## config.mk

```make
export PLATFORM = sky130hd
export DESIGN_NAME = hbc_matcher
export DESIGN_NICKNAME = d
export VERILOG_FILES = /design/src/shared/hbc_pkg.sv /design/src/hdl/hbc_channel.sv /design/src/hdl/hbc_matcher.sv
export SDC_FILE = /design/constraint.sdc
export NUM_CORES = 1
export LEC_CHECK = 0
export ABC_AREA = 1
export BUFFER_PORTS_ARGS = -buffer_cell sky130_fd_sc_hd__buf_2
export CORE_UTILIZATION = 53
export DETAILED_ROUTE_END_ITERATION = 7
export MAX_ROUTING_LAYER = met4
export PLACE_DENSITY = 0.78
export SLEW_MARGIN = 20
export SYNTH_ARGS = -nofsm -noshare
export SYNTH_HDL_FRONTEND = slang
export SYNTH_SLANG_ARGS = --single-unit
```

## constraint.sdc

```tcl
create_clock -name ref_clk -period 3.09 [get_ports ref_clk]
set_input_delay 0.309 -clock ref_clk [delete_from_list [all_inputs] [get_ports ref_clk]]
set_output_delay 0.309 -clock ref_clk [all_outputs]
set_load 0.02 [all_outputs]
```

## src/shared/hbc_pkg.sv

```systemverilog
// Constants shared by the hardware break-condition matcher
package hbc_pkg;
    // Register byte offsets
    localparam logic [7:0] OFS_CH_STRIDE = 8'h20;
    localparam logic [7:0] OFS_CTRL      = 8'h00;
    localparam logic [7:0] OFS_ADDR      = 8'h04;
    localparam logic [7:0] OFS_AMASK     = 8'h08;
    localparam logic [7:0] OFS_DATA      = 8'h0C;
    localparam logic [7:0] OFS_DMASK     = 8'h10;
    localparam logic [7:0] OFS_SPID      = 8'h14;
    localparam logic [7:0] OFS_COUNT     = 8'h40;
    localparam logic [7:0] OFS_STATUS    = 8'h44;
    localparam logic [7:0] OFS_CNTVAL    = 8'h48;

    // Control field positions
    localparam int CTL_AMODE_LSB = 0;
    localparam int CTL_AMASK_EN  = 3;
    localparam int CTL_DMODE_LSB = 4;
    localparam int CTL_DMASK_EN  = 7;
    localparam int CTL_SPID_EN   = 8;
    localparam int CTL_CYC_LSB   = 9;
    localparam int CTL_DIR_LSB   = 11;
    localparam int CTL_CH_EN     = 13;
    localparam int CTL_WIDTH     = 14;

    // Address modes
    localparam logic [2:0] AM_DC     = 3'h0;
    localparam logic [2:0] AM_ADDR   = 3'h1;
    localparam logic [2:0] AM_FETCHB = 3'h2;
    localparam logic [2:0] AM_FETCHA = 3'h3;
    localparam logic [2:0] AM_XBUS   = 3'h4;
    localparam logic [2:0] AM_YBUS   = 3'h5;

    // Data modes
    localparam logic [2:0] DM_DC    = 3'h0;
    localparam logic [2:0] DM_BYTE  = 3'h1;
    localparam logic [2:0] DM_WORD  = 3'h2;
    localparam logic [2:0] DM_LONG  = 3'h3;
    localparam logic [2:0] DM_XDATA = 3'h4;
    localparam logic [2:0] DM_YDATA = 3'h5;

    // Cycle types and directions
    localparam logic [1:0] CY_ANY   = 2'h0;
    localparam logic [1:0] CY_EXEC  = 2'h1;
    localparam logic [1:0] CY_DMA   = 2'h2;
    localparam logic [1:0] DIR_ANY  = 2'h0;
    localparam logic [1:0] DIR_RD   = 2'h1;
    localparam logic [1:0] DIR_WR   = 2'h2;

    // Access size codes on the core bus
    localparam logic [1:0] SZ_BYTE  = 2'h0;
    localparam logic [1:0] SZ_WORD  = 2'h1;
    localparam logic [1:0] SZ_LONG  = 2'h2;

    // Reset values and limits
    localparam logic [CTL_WIDTH-1:0] RST_CTRL = 14'h0000;
    localparam logic [7:0]  RST_SPID  = 8'h00;
    localparam logic [11:0] RST_COUNT = 12'h001;
    localparam logic [11:0] MAX_COUNT = 12'hFFF;
endpackage

```

## src/hdl/hbc_channel.sv

```systemverilog
// One break channel: qualifier comparison against the core buses
`timescale 1ns/1ns
module hbc_channel
    import hbc_pkg::*;
#(
    parameter bit HAS_XY   = 1'b1,
    parameter bit HAS_DATA = 1'b1,
    parameter bit HAS_SPID = 1'b1
) (
    // Configuration
    input  wire logic [CTL_WIDTH-1:0] ctrl,
    input  wire logic [31:0]          addr_cmp,
    input  wire logic [31:0]          addr_mask,
    input  wire logic [31:0]          data_cmp,
    input  wire logic [31:0]          data_mask,
    input  wire logic [7:0]           spid_cmp,
    // Core bus
    input  wire logic                 cpu_valid,
    input  wire logic [31:0]          cpu_addr,
    input  wire logic [31:0]          cpu_data,
    input  wire logic                 cpu_wr,
    input  wire logic [1:0]           cpu_size,
    input  wire logic                 cpu_fetch,
    input  wire logic                 cpu_dma,
    input  wire logic [7:0]           cpu_spid,
    input  wire logic                 retire_valid,
    input  wire logic [31:0]          retire_pc,
    // Operand buses
    input  wire logic                 xbus_valid,
    input  wire logic [31:0]          xbus_addr,
    input  wire logic [31:0]          xbus_data,
    input  wire logic                 xbus_wr,
    input  wire logic                 ybus_valid,
    input  wire logic [31:0]          ybus_addr,
    input  wire logic [31:0]          ybus_data,
    input  wire logic                 ybus_wr,
    // Result
    output logic                      hit
);
    logic [2:0]  amode;
    logic [2:0]  dmode;
    logic [1:0]  cyc;
    logic [1:0]  dir;
    logic        ev, a_ok, d_ok, c_ok, w_ok, s_ok, fetch_mode, wr, mask_on;
    logic [31:0] a_val, am, dm, d_diff;

    assign amode   = ctrl[CTL_AMODE_LSB +: 3];
    assign dmode   = HAS_DATA ? ctrl[CTL_DMODE_LSB +: 3] : DM_DC;
    assign cyc     = ctrl[CTL_CYC_LSB +: 2];
    assign dir     = ctrl[CTL_DIR_LSB +: 2];
    assign fetch_mode = (amode == AM_FETCHB) || (amode == AM_FETCHA);
    assign mask_on = ctrl[CTL_AMASK_EN] && !fetch_mode;
    assign am      = mask_on ? addr_mask : 32'h0000_0000;
    assign dm      = ctrl[CTL_DMASK_EN] ? data_mask : 32'h0000_0000;

    always_comb begin
        ev    = cpu_valid;
        a_val = cpu_addr;
        wr    = cpu_wr;
        case (amode)
            AM_DC:     ev = cpu_valid | xbus_valid | ybus_valid;
            AM_ADDR:   ev = cpu_valid;
            AM_FETCHB: ev = cpu_valid & cpu_fetch;
            AM_FETCHA: begin
                ev    = retire_valid;
                a_val = retire_pc;
            end
            AM_XBUS: begin
                ev    = HAS_XY & xbus_valid;
                a_val = xbus_addr;
                wr    = xbus_wr;
            end
            AM_YBUS: begin
                ev    = HAS_XY & ybus_valid;
                a_val = ybus_addr;
                wr    = ybus_wr;
            end
            default: ev = 1'b0;
        endcase
    end

    // Don't-care address passes any cycle
    assign a_ok = (amode == AM_DC) || (((a_val ^ addr_cmp) & ~am) == 32'h0000_0000);

    always_comb begin
        d_diff = (cpu_data ^ data_cmp) & ~dm;
        case (dmode)
            DM_DC:    d_ok = 1'b1;
            DM_BYTE:  d_ok = cpu_valid && cpu_size == SZ_BYTE && d_diff[7:0] == 8'h00;
            DM_WORD:  d_ok = cpu_valid && cpu_size == SZ_WORD && d_diff[15:0] == 16'h0000;
            DM_LONG:  d_ok = cpu_valid && cpu_size == SZ_LONG && d_diff == 32'h0000_0000;
            DM_XDATA: d_ok = xbus_valid && ((xbus_data ^ data_cmp) & ~dm) == 32'h0;
            DM_YDATA: d_ok = ybus_valid && ((ybus_data ^ data_cmp) & ~dm) == 32'h0;
            default:  d_ok = 1'b0;
        endcase
    end

    // Cycle type and direction
    always_comb begin
        case (cyc)
            CY_ANY:  c_ok = 1'b1;
            CY_EXEC: c_ok = !cpu_dma;
            CY_DMA:  c_ok = cpu_valid && cpu_dma;
            default: c_ok = 1'b0;
        endcase
        case (dir)
            DIR_ANY: w_ok = 1'b1;
            DIR_RD:  w_ok = !wr;
            DIR_WR:  w_ok = wr;
            default: w_ok = 1'b0;
        endcase
    end

    assign s_ok = !HAS_SPID || !ctrl[CTL_SPID_EN] || cpu_spid == spid_cmp;

    // Fetch modes combine only address and identifier
    assign hit = ctrl[CTL_CH_EN] && ev && a_ok && s_ok
                 && (fetch_mode || (d_ok && c_ok && w_ok));
endmodule

```

## src/hdl/hbc_matcher.sv

```systemverilog
// Hardware break-condition matcher with Avalon-MM register access
`timescale 1ns/1ns
module hbc_matcher
    import hbc_pkg::*;
#(
    parameter bit HAS_MMU = 1'b1
) (
    // Clock and reset
    input  wire logic        ref_clk,
    input  wire logic        srst,
    // Avalon-MM slave
    input  wire logic [7:0]  avs_address,
    input  wire logic        avs_read,
    input  wire logic        avs_write,
    input  wire logic [31:0] avs_writedata,
    input  wire logic [3:0]  avs_byteenable,
    output logic [31:0]      avs_readdata,
    output logic             avs_waitrequest,
    // Core bus
    input  wire logic        cpu_valid,
    input  wire logic [31:0] cpu_addr,
    input  wire logic [31:0] cpu_data,
    input  wire logic        cpu_wr,
    input  wire logic [1:0]  cpu_size,
    input  wire logic        cpu_fetch,
    input  wire logic        cpu_dma,
    input  wire logic [7:0]  cpu_address_space_identifier,
    input  wire logic        retire_valid,
    input  wire logic [31:0] retire_pc,
    // Operand buses
    input  wire logic        xbus_valid,
    input  wire logic [31:0] xbus_addr,
    input  wire logic [31:0] xbus_data,
    input  wire logic        xbus_wr,
    input  wire logic        ybus_valid,
    input  wire logic [31:0] ybus_addr,
    input  wire logic [31:0] ybus_data,
    input  wire logic        ybus_wr,
    // Break request and per-channel hit pulses
    output logic             break_req,
    output logic [1:0]       chan_hit
);
    logic [CTL_WIDTH-1:0] ctrl_reg  [2];
    logic [31:0]          addr_reg  [2];
    logic [31:0]          amask_reg [2];
    logic [31:0]          data_reg;
    logic [31:0]          dmask_reg;
    logic [7:0]           spid_reg  [2];
    logic [11:0]          count_reg;
    logic [11:0]          cnt_reg;
    logic [1:0]           status_reg;
    logic                 ack_reg;
    logic [31:0]          readdata_reg;
    logic                 break_req_reg;
    logic [1:0]           chan_hit_reg;

    logic [31:0]          readdata_next;
    logic [1:0]           hit;
    logic                 cnt_done;
    logic                 wr_acc;
    logic                 req;
    logic                 ch_sel;
    logic [7:0]           ch_ofs;
    logic                 in_ch;
    logic [31:0]          bmask;
    logic [31:0]          ctrl_wr;

    // Byte lanes to bit mask
    assign bmask = {{8{avs_byteenable[3]}}, {8{avs_byteenable[2]}},
                    {8{avs_byteenable[1]}}, {8{avs_byteenable[0]}}};

    function automatic logic [31:0] merge(input logic [31:0] old_v,
                                          input logic [31:0] new_v,
                                          input logic [31:0] m);
        merge = (old_v & ~m) | (new_v & m);
    endfunction
    assign ctrl_wr = merge({18'h00000, ctrl_reg[ch_sel]}, avs_writedata, bmask);

    // Avalon answer: one wait cycle, then the access completes
    assign req             = avs_read || avs_write;
    assign avs_waitrequest = req && !ack_reg;
    assign wr_acc          = avs_write && ack_reg;
    assign avs_readdata    = readdata_reg;

    assign in_ch  = avs_address < (OFS_CH_STRIDE << 1);
    assign ch_sel = avs_address >= OFS_CH_STRIDE;
    assign ch_ofs = ch_sel ? avs_address - OFS_CH_STRIDE : avs_address;

    always_ff @(posedge ref_clk) begin
        if (srst) begin
            ack_reg <= 1'b0;
        end else begin
            ack_reg <= req && !ack_reg;
        end
    end

    // Channel configuration registers
    always_ff @(posedge ref_clk) begin
        if (srst) begin
            for (int i = 0; i < 2; i++) begin
                ctrl_reg[i]  <= RST_CTRL;
                addr_reg[i]  <= 32'h0000_0000;
                amask_reg[i] <= 32'h0000_0000;
                spid_reg[i]  <= RST_SPID;
            end
            data_reg  <= 32'h0000_0000;
            dmask_reg <= 32'h0000_0000;
        end else if (wr_acc && in_ch) begin
            case (ch_ofs)
                OFS_CTRL: begin
                    ctrl_reg[ch_sel] <= ctrl_wr[CTL_WIDTH-1:0];
                    // Channel 2 has no operand-bus or data selections
                    if (ch_sel) begin
                        if (avs_writedata[CTL_AMODE_LSB +: 3] == AM_XBUS
                            || avs_writedata[CTL_AMODE_LSB +: 3] == AM_YBUS) begin
                            ctrl_reg[1][CTL_AMODE_LSB +: 3] <= AM_DC;
                        end
                        ctrl_reg[1][CTL_DMODE_LSB +: 3] <= DM_DC;
                        ctrl_reg[1][CTL_DMASK_EN]       <= 1'b0;
                    end
                end
                OFS_ADDR:  addr_reg[ch_sel]  <= merge(addr_reg[ch_sel], avs_writedata, bmask);
                OFS_AMASK: amask_reg[ch_sel] <= merge(amask_reg[ch_sel], avs_writedata, bmask);
                OFS_DATA: begin
                    if (!ch_sel) begin
                        data_reg <= merge(data_reg, avs_writedata, bmask);
                    end
                end
                OFS_DMASK: begin
                    if (!ch_sel) begin
                        dmask_reg <= merge(dmask_reg, avs_writedata, bmask);
                    end
                end
                OFS_SPID: begin
                    if (HAS_MMU && avs_byteenable[0]) begin
                        spid_reg[ch_sel] <= avs_writedata[7:0];
                    end
                end
                default: ;
            endcase
        end
    end

    // Satisfaction count for channel 1
    always_ff @(posedge ref_clk) begin
        if (srst) begin
            count_reg <= RST_COUNT;
        end else if (wr_acc && avs_address == OFS_COUNT && avs_byteenable[0]) begin
            count_reg[7:0] <= avs_writedata[7:0];
            if (avs_byteenable[1]) begin
                count_reg[11:8] <= avs_writedata[11:8];
            end
        end else if (wr_acc && avs_address == OFS_COUNT && avs_byteenable[1]) begin
            count_reg[11:8] <= avs_writedata[11:8];
        end
    end

    // Zero is taken as one: every match breaks
    assign cnt_done = hit[0] && (cnt_reg + 12'h001 >= count_reg);

    always_ff @(posedge ref_clk) begin
        if (srst) begin
            cnt_reg <= 12'h000;
        end else if (wr_acc && avs_address == OFS_COUNT) begin
            cnt_reg <= 12'h000;
        end else if (hit[0]) begin
            cnt_reg <= cnt_done ? 12'h000 : cnt_reg + 12'h001;
        end
    end

    // Sticky hit flags, write one to clear, a new hit wins
    always_ff @(posedge ref_clk) begin
        if (srst) begin
            status_reg <= 2'h0;
        end else begin
            for (int i = 0; i < 2; i++) begin
                if (hit[i]) begin
                    status_reg[i] <= 1'b1;
                end else if (wr_acc && avs_address == OFS_STATUS
                             && avs_byteenable[0] && avs_writedata[i]) begin
                    status_reg[i] <= 1'b0;
                end
            end
        end
    end

    // Break request and hit pulses, one cycle after the matching bus cycle
    always_ff @(posedge ref_clk) begin
        if (srst) begin
            break_req_reg <= 1'b0;
            chan_hit_reg  <= 2'h0;
        end else begin
            break_req_reg <= cnt_done || hit[1];
            chan_hit_reg  <= hit;
        end
    end
    assign break_req = break_req_reg;
    assign chan_hit  = chan_hit_reg;

    // Read data
    always_comb begin
        readdata_next = 32'h0000_0000;
        if (in_ch) begin
            case (ch_ofs)
                OFS_CTRL:  readdata_next = {18'h00000, ctrl_reg[ch_sel]};
                OFS_ADDR:  readdata_next = addr_reg[ch_sel];
                OFS_AMASK: readdata_next = amask_reg[ch_sel];
                OFS_DATA:  readdata_next = ch_sel ? 32'h0000_0000 : data_reg;
                OFS_DMASK: readdata_next = ch_sel ? 32'h0000_0000 : dmask_reg;
                OFS_SPID:  readdata_next = {24'h000000, spid_reg[ch_sel]};
                default:   readdata_next = 32'h0000_0000;
            endcase
        end else begin
            case (avs_address)
                OFS_COUNT:  readdata_next = {20'h00000, count_reg};
                OFS_STATUS: readdata_next = {30'h0, status_reg};
                OFS_CNTVAL: readdata_next = {20'h00000, cnt_reg};
                default:    readdata_next = 32'h0000_0000;
            endcase
        end
    end

    always_ff @(posedge ref_clk) begin
        if (srst) begin
            readdata_reg <= 32'h0000_0000;
        end else if (avs_read && !ack_reg) begin
            readdata_reg <= readdata_next;
        end
    end

    // Channel 1: full qualifier set
    hbc_channel #(
        .HAS_XY   (1'b1),
        .HAS_DATA (1'b1),
        .HAS_SPID (HAS_MMU)
    ) u_ch1 (
        .ctrl         (ctrl_reg[0]),
        .addr_cmp     (addr_reg[0]),
        .addr_mask    (amask_reg[0]),
        .data_cmp     (data_reg),
        .data_mask    (dmask_reg),
        .spid_cmp     (spid_reg[0]),
        .cpu_valid    (cpu_valid),
        .cpu_addr     (cpu_addr),
        .cpu_data     (cpu_data),
        .cpu_wr       (cpu_wr),
        .cpu_size     (cpu_size),
        .cpu_fetch    (cpu_fetch),
        .cpu_dma      (cpu_dma),
        .cpu_spid     (cpu_address_space_identifier),
        .retire_valid (retire_valid),
        .retire_pc    (retire_pc),
        .xbus_valid   (xbus_valid),
        .xbus_addr    (xbus_addr),
        .xbus_data    (xbus_data),
        .xbus_wr      (xbus_wr),
        .ybus_valid   (ybus_valid),
        .ybus_addr    (ybus_addr),
        .ybus_data    (ybus_data),
        .ybus_wr      (ybus_wr),
        .hit          (hit[0])
    );

    // Channel 2: no operand-bus address modes, no data; its don't-care mode still takes xbus and ybus cycles
    hbc_channel #(
        .HAS_XY   (1'b0),
        .HAS_DATA (1'b0),
        .HAS_SPID (HAS_MMU)
    ) u_ch2 (
        .ctrl         (ctrl_reg[1]),
        .addr_cmp     (addr_reg[1]),
        .addr_mask    (amask_reg[1]),
        .data_cmp     (32'h0000_0000),
        .data_mask    (32'h0000_0000),
        .spid_cmp     (spid_reg[1]),
        .cpu_valid    (cpu_valid),
        .cpu_addr     (cpu_addr),
        .cpu_data     (cpu_data),
        .cpu_wr       (cpu_wr),
        .cpu_size     (cpu_size),
        .cpu_fetch    (cpu_fetch),
        .cpu_dma      (cpu_dma),
        .cpu_spid     (cpu_address_space_identifier),
        .retire_valid (retire_valid),
        .retire_pc    (retire_pc),
        .xbus_valid   (xbus_valid),
        .xbus_addr    (xbus_addr),
        .xbus_data    (xbus_data),
        .xbus_wr      (xbus_wr),
        .ybus_valid   (ybus_valid),
        .ybus_addr    (ybus_addr),
        .ybus_data    (ybus_data),
        .ybus_wr      (ybus_wr),
        .hit          (hit[1])
    );
endmodule

```

==> impl_metrics.tcl, run 1 <==
set metrics [dict create \
    nets 3835 \
    core_um2 38700 \
    synth_nets 3538 \
    cts.sinks 298 \
    drc 0 \
    crit_fanout 22 \
    reg2reg_from "ctrl_reg[0][1]" \
    cpMostUsedCell "nand2_1" \
    timing.slew.headroom 0.371 \
    period_needed_ns 2.90 \
    portBuffers 326 \
    r2r_end "cnt_reg[1]" \
    min_to "ack_reg" \
    path_cells "inv_6, nand2_2, nand2_2, buf_4, o21ai_0, inv_1, nand2_1, nand2_1, nand2_1, nand3_1, nand2_1, nor2_1, nand2_1, nor2_1, nand2_1, nand2_2, buf_12, nand3_1, nand2_1, nor2_1" \
    clockBufferDepth 3 \
    drt_iter0_markers 2850 \
    wl_um 78700 \
    synth_cells 3232 \
    dp_hpwl_um 59700 \
    die_w_um 200 \
    clk_latency_ns 0.54 \
    power_density_nw_per_um2 404 \
    clockRootBuffer "clkbuf_16" \
    cp_slowest_cell "edfxtp_1" \
    syn_avg_cell_area_um2 6.45 \
    cts_made_buffers 34 \
    syn2layout_area_growth_pct 16.9 \
    synth_cell_types 45 \
    grt_usage 0.397 \
    die_h_um 200 \
    grt_pass1_wl_um 121000 \
    tns_ns 0 \
    tritoncts "done" \
    grt_overflow 0 \
    grt_start_max_net_pins 79 \
    synth_edf_count 165 \
    fin_worst_skew_ns 0.0166 \
    die_area_um2 40100 \
    hp-class "in2reg" \
    critPathLaunchType "register" \
    fmax_mhz 345 \
    worstSetupPathType "reg2reg" \
    dr.pass1.iters 6 \
    synth_ff_type "edfxtp_1" \
    drive_gt1_frac 0.160 \
    grt_pass1_vias 21700 \
    path_clk_slew_ns 0.06 \
    cts_hold_buf 0 \
    initial_core_util 0.538 \
    status "finished clean" \
    ys_ff_latch 298 \
    postRouteAntennaNets 0 \
    post_drt_wl_per_cell_um 19.3 \
    antenna_found_initial 3 \
    whs_path_depth 3 \
    routabilityCongestion 1.00 \
    yosysWarningCount 0 \
    multi_input_area_um2 10900 \
    finalCritPeriodShare 0.938 \
    ys_seq_area_frac 0.365 \
    rsz0062_at_grt "false" \
    drv_cap 0 \
    hold_viol_final 0 \
    worstMarginPinSlew_ns 0.940 \
    crit_path_max_incr_delay_ns 0.49 \
    rows 72 \
    crit_arrival_ns 3.32 \
    vias_per_cell 5.72 \
    finalNonFillerCells 4077 \
    regArea_um2 7620 \
    setup-violations-final 0 \
    critical_path_required_ns 3.51 \
    slew_violations 0 \
    async_flop_share 0 \
    dp.cells 4006 \
    num_vias 23300 \
    cellLeakagePower_nw 11.3 \
    num-fill-cells 3664 \
    endpoint_kind "register" \
    ir_drop_uv 461 \
    cts.htree.levels 2 \
    worstRegToRegCells 20 \
    io_pins 327 \
    syn-cell-area_um2 20800 \
    reg2reg_slack_ns 0.19 \
    hp-start "avs_read" \
]
-- placed cells by master (no fill, tap or decap), types with 8 or more instances in the layout --
master,n
nor2_1,274
o21ai_1,26
ha_1,14
buf_4,69
xnor2_1,18
inv_1,435
o21ai_0,238
buf_12,11
o22ai_1,34
edfxtp_1,165
nand4_1,80
nand3_1,253
clkbuf_1,8
inv_2,11
buf_2,326
or2_2,65
nand2_1,1025
clkbuf_16,37
nand2_2,8
o21a_1,28
nor2_2,10
xor2_1,17
a21oi_1,166
o211ai_1,10
dfxtp_1,131
nor3_1,15
mux2i_1,12
-- power breakdown --
part	internal (W)	leakage, nW	switching (W)
Combinational	0.000456	7.93	0.000884
Sequential	0.00425	2.78	0.0000530
Clock	0.00245	0.560	0.00175
Total	0.00715	11.3	0.00268
-- area by class of cell --
type | instances | share of cell area
Antenna cell | 4 | 0.000411
Clock buffer | 52 | 0.0432
Tap cell | 518 | 0.0266
Sequential cell | 298 | 0.313
Multi-Input combinational cell | 2340 | 0.447
Timing Repair Buffer | 406 | 0.0973
Clock inverter | 10 | 0.00354
Inverter | 449 | 0.0696
-- cells in the mapped netlist (34+ instances only) --
library cell | number | area [um^2]
nand2_1 | 1026 | 3850
inv_1 | 438 | 1640
nor2_1 | 278 | 1040
nand3_1 | 254 | 1270
o21ai_0 | 239 | 1200
a21oi_1 | 166 | 831
edfxtp_1 | 165 | 4950
dfxtp_1 | 133 | 2660
nand4_1 | 80 | 500
buf_2 | 70 | 350
or2_2 | 65 | 407
clkbuf_1 | 59 | 221
o22ai_1 | 34 | 213
-- through the flow --
step / setup WS (ns) / total power [W] / hold WS, ns / util / area [um^2]
finish: 0.190 / 0.00984 / 0.0901 / 0.629 / 24400
global route: 0.00516 / 0.0101 / 0.0927 / 0.629 / 24400
global placement: 0.124 / 0.00567 / 0.417 / 0.597 / 23100
floorplan: 0.218 / 0.00510 / 0.408 / - / 20800
detailed placement: 0.111 / 0.00568 / 0.421 / 0.597 / 23100
CTS: 0.0764 / 0.00976 / 0.0707 / 0.627 / 24300
-- critical path: cells and delay by family, from the launching register on --
kind,cells,cell delay [ns]
AOI/OAI and AO/OA,1,0.12
and+or+nand+nor,15,1.50
DFF,1,0.49
buffers and inverters,4,0.67
-- what timing repair did --
action	CTS	global route
endpoints found under the hold margin	0	0
endpoints found under the setup margin	0	13
resized for setup	0	13
buffers inserted	0	5
-- kinds of logic (layout without fill, tap and decap cells) --
family / after synthesis / count (layout) / synth area share
compound gates: 519 / 519 / 0.134
flops: 298 / 298 / 0.365
mux: 12 / 12 / 0.00576
fa+ha+maj: 15 / 15 / 0.00900
other cells: 0 / 4 / 0
simple gates: 1759 / 1759 / 0.356
buf+inv: 594 / 917 / 0.115
xor+xnor: 35 / 35 / 0.0147
-- per-layer routing --
| metal | global-route usage | wire [um] |
|---|---|---|
| met2 | 0.644 | 37100 |
| met3 | 0.0519 | 7970 |
| met1 | 0.479 | 28700 |
| met4 | 0.215 | 4920 |
| met5 | - | 0 |
-- worst max-delay path by stage --
stage | from | endpoint | slack (ns) | depth (start not counted)
after CTS | cnt_reg[0] | cnt_reg[1] | 0.08 | 20
after detailed placement | cnt_reg[0] | cnt_reg[6] | 0.11 | 20
final | ctrl_reg[0][1] | cnt_reg[1] | 0.19 | 20
after global placement | cnt_reg[0] | cnt_reg[7] | 0.12 | 20
after global routing | cnt_reg[0] | cnt_reg[9] | 0.005 | 20
after floorplan | avs_address[5] | amask_reg[1][0] | 0.22 | 10
Note: power is estimated with default switching activity, not from simulation.
==> inputs of run 2 (changes only) <==
CORE_UTILIZATION = 58   (was 53)
PLACE_DENSITY = 0.81   (was 0.78)
clock period = 3.25 ns   (was 3.09 ns; I/O delays follow)
==> impl_metrics.tcl, run 2 (synthesized netlist as in run 1, its figures left out) <==
set metrics [dict create \
    slew_violations 0 \
    drive_gt1_frac 0.153 \
    ir_drop_uv 419 \
    vias_per_cell 5.94 \
    dp_hpwl_um 61500 \
    setup_slack_ns 0.193 \
    grt_pass1_wl_um 121000 \
    met1_length_um 28700 \
    endpoint_kind "register" \
    path_clk_slew_ns 0.06 \
    status "complete, but fails checks" \
    fmax_mhz 327 \
    critical_path_required_ns 3.72 \
    timing.slew.headroom 0.372 \
    power_density_nw_per_um2 385 \
    routabilityCongestion 1.15 \
    die_h_um 192 \
    crit_buf_inv 2 \
    syn2layout_area_growth_pct 15.7 \
    core_um2 35500 \
    finalCritPeriodShare 0.941 \
    cpMostUsedCell "nand2_1" \
    drt_iter0_markers 2883 \
    critPathTopFamily "simple AND/OR/NAND/NOR gates" \
    path_cells "inv_2, nand2_1, nand2_1, inv_2, nand2_1, o21ai_0, nor2_1, o21ai_0, nand2_1, nor2_1, nand2_1, nor2_1, nand2_1, nand2_1, nand2_1, nand2_1" \
    tritoncts "done" \
    hold_viol_final 0 \
    met3_length_um 8130 \
    nets 3825 \
    num_vias 23800 \
    antenna_found_initial 2 \
    drc 2 \
    crit_arrival_ns 3.53 \
    wl_um 80700 \
    cts.sinks 298 \
    cp_slowest_cell "dfxtp_1" \
    die_w_um 192 \
    maxUsedRoutingLayer "met4" \
    grt_overflow 0 \
    portBuffers 326 \
    cts_setup_buffers 0 \
    setup-violations-final 0 \
    cts.htree.levels 2 \
    post_drt_wl_per_cell_um 20.1 \
    clockBufferDepth 3 \
    postRouteAntennaNets 0 \
    dp.cells 3942 \
    met2_wirelength_um 38400 \
    io_pins 327 \
    grt_start_max_net_pins 106 \
    die_area_um2 36700 \
    dr.pass1.iters 8 \
    final_cell_mix "nand2_1 (1026), inv_1 (434), buf_2 (326), nor2_1 (278), nand3_1 (254)" \
    cellLeakagePower_nw 11.2 \
    crit_fanout 21 \
    critPathLaunchType "register" \
    violations "DRC" \
    rows 69 \
    grt_pass1_vias 22200 \
    final_common_cell "nand2_1" \
    worstSetupPathType "reg2reg" \
    stdcell_area_um2 24100 \
    initial_core_util 0.587 \
    worstMarginPinSlew_ns 0.939 \
    dpl_cell_area_um2 23000 \
    finalNonFillerCells 4007 \
    grt_usage 0.445 \
    hp-class "in2reg" \
    place_ws_ns 0.106 \
    rsz0062_at_grt "true" \
    clk_latency_ns 0.54 \
    period_needed_ns 3.06 \
    finalPower_w 0.00930 \
    drv_cap 0 \
    fin_worst_skew_ns 0.0117 \
    cts_made_buffers 36 \
    crit_path_max_incr_delay_ns 0.44 \
    clockRootBuffer "clkbuf_16" \
]
## run 2: cell types whose count changed in the layout (fill, tap and decap cells not counted), sizes merged
cell / before / now
diode: 4 / 2
clkbuf: 52 / 53
buf: 406 / 394
inv: 450 / 446
clkinv: 7 / 11
## run 2: final timing paths
path | startpoint | to | cells after the start | slack (ns)
worst max-delay path | ctrl_reg[1][1] | break_req | 16 | 0.19
worst min-delay path | avs_read | ack_reg | 3 | 0.09
worst max register to register | ctrl_reg[1][1] | break_req | 16 | 0.19
worst min register to register | ctrl_reg[1][4] | ctrl_reg[1][4] | 2 | 0.43
## run 2: worst reg2reg max path: stages, from the launching register on
cell	delay, ns
dfxtp_1	0.44
inv_2	0.07
nand2_1	0.14
nand2_1	0.29
inv_2	0.44
nand2_1	0.09
o21ai_0	0.19
nor2_1	0.07
o21ai_0	0.43
nand2_1	0.10
nor2_1	0.09
nand2_1	0.06
nor2_1	0.10
nand2_1	0.11
nand2_1	0.08
nand2_1	0.17
nand2_1	0.13
## run 2: layout make-up
| type | count | area [um^2] |
|---|---|---|
| sequential | 298 | 7620 |
| fill | 3151 | 11400 |
| timing repair buffer | 394 | 2250 |
| inverter | 449 | 1700 |
| clock buffer | 53 | 1030 |
| clock inverter | 10 | 87.6 |
| antenna | 2 | 5.00 |
| multi-input combinational | 2340 | 10900 |
| tap | 461 | 577 |
## run 2: per-layer routing
| metal | up-vias | GRT usage |
|---|---|---|
| li1 | 11000 | - |
| met5 | - | - |
| met1 | 10900 | 0.523 |
| met4 | 0 | 0.257 |
| met2 | 1601 | 0.731 |
| met3 | 357 | 0.0590 |
## run 2: repair_timing
| action | CTS | global route |
|---|---|---|
| gates resized for setup | 0 | 5 |
| endpoints found under the setup margin | 0 | 14 |
| hold buffers | 0 | 0 |
## run 2: power by group
part / internal [W] / total [W] / switching [W]
clock network: 0.00227 / 0.00392 / 0.00165
logic: 0.000427 / 0.00128 / 0.000849
registers: 0.00404 / 0.00410 / 0.0000559
total: 0.00674 / 0.00930 / 0.00255
## run 2: through the flow
step	hold slack, ns	utilization	TNS [ns]
2_1_floorplan	0.408	-	0
3_3_place_gp	0.415	0.648	0
3_5_place_dp	0.418	0.648	0
4_1_cts	0.0852	0.679	0
5_1_grt	0.146	0.680	-0.00315
6_report	0.0865	0.680	0
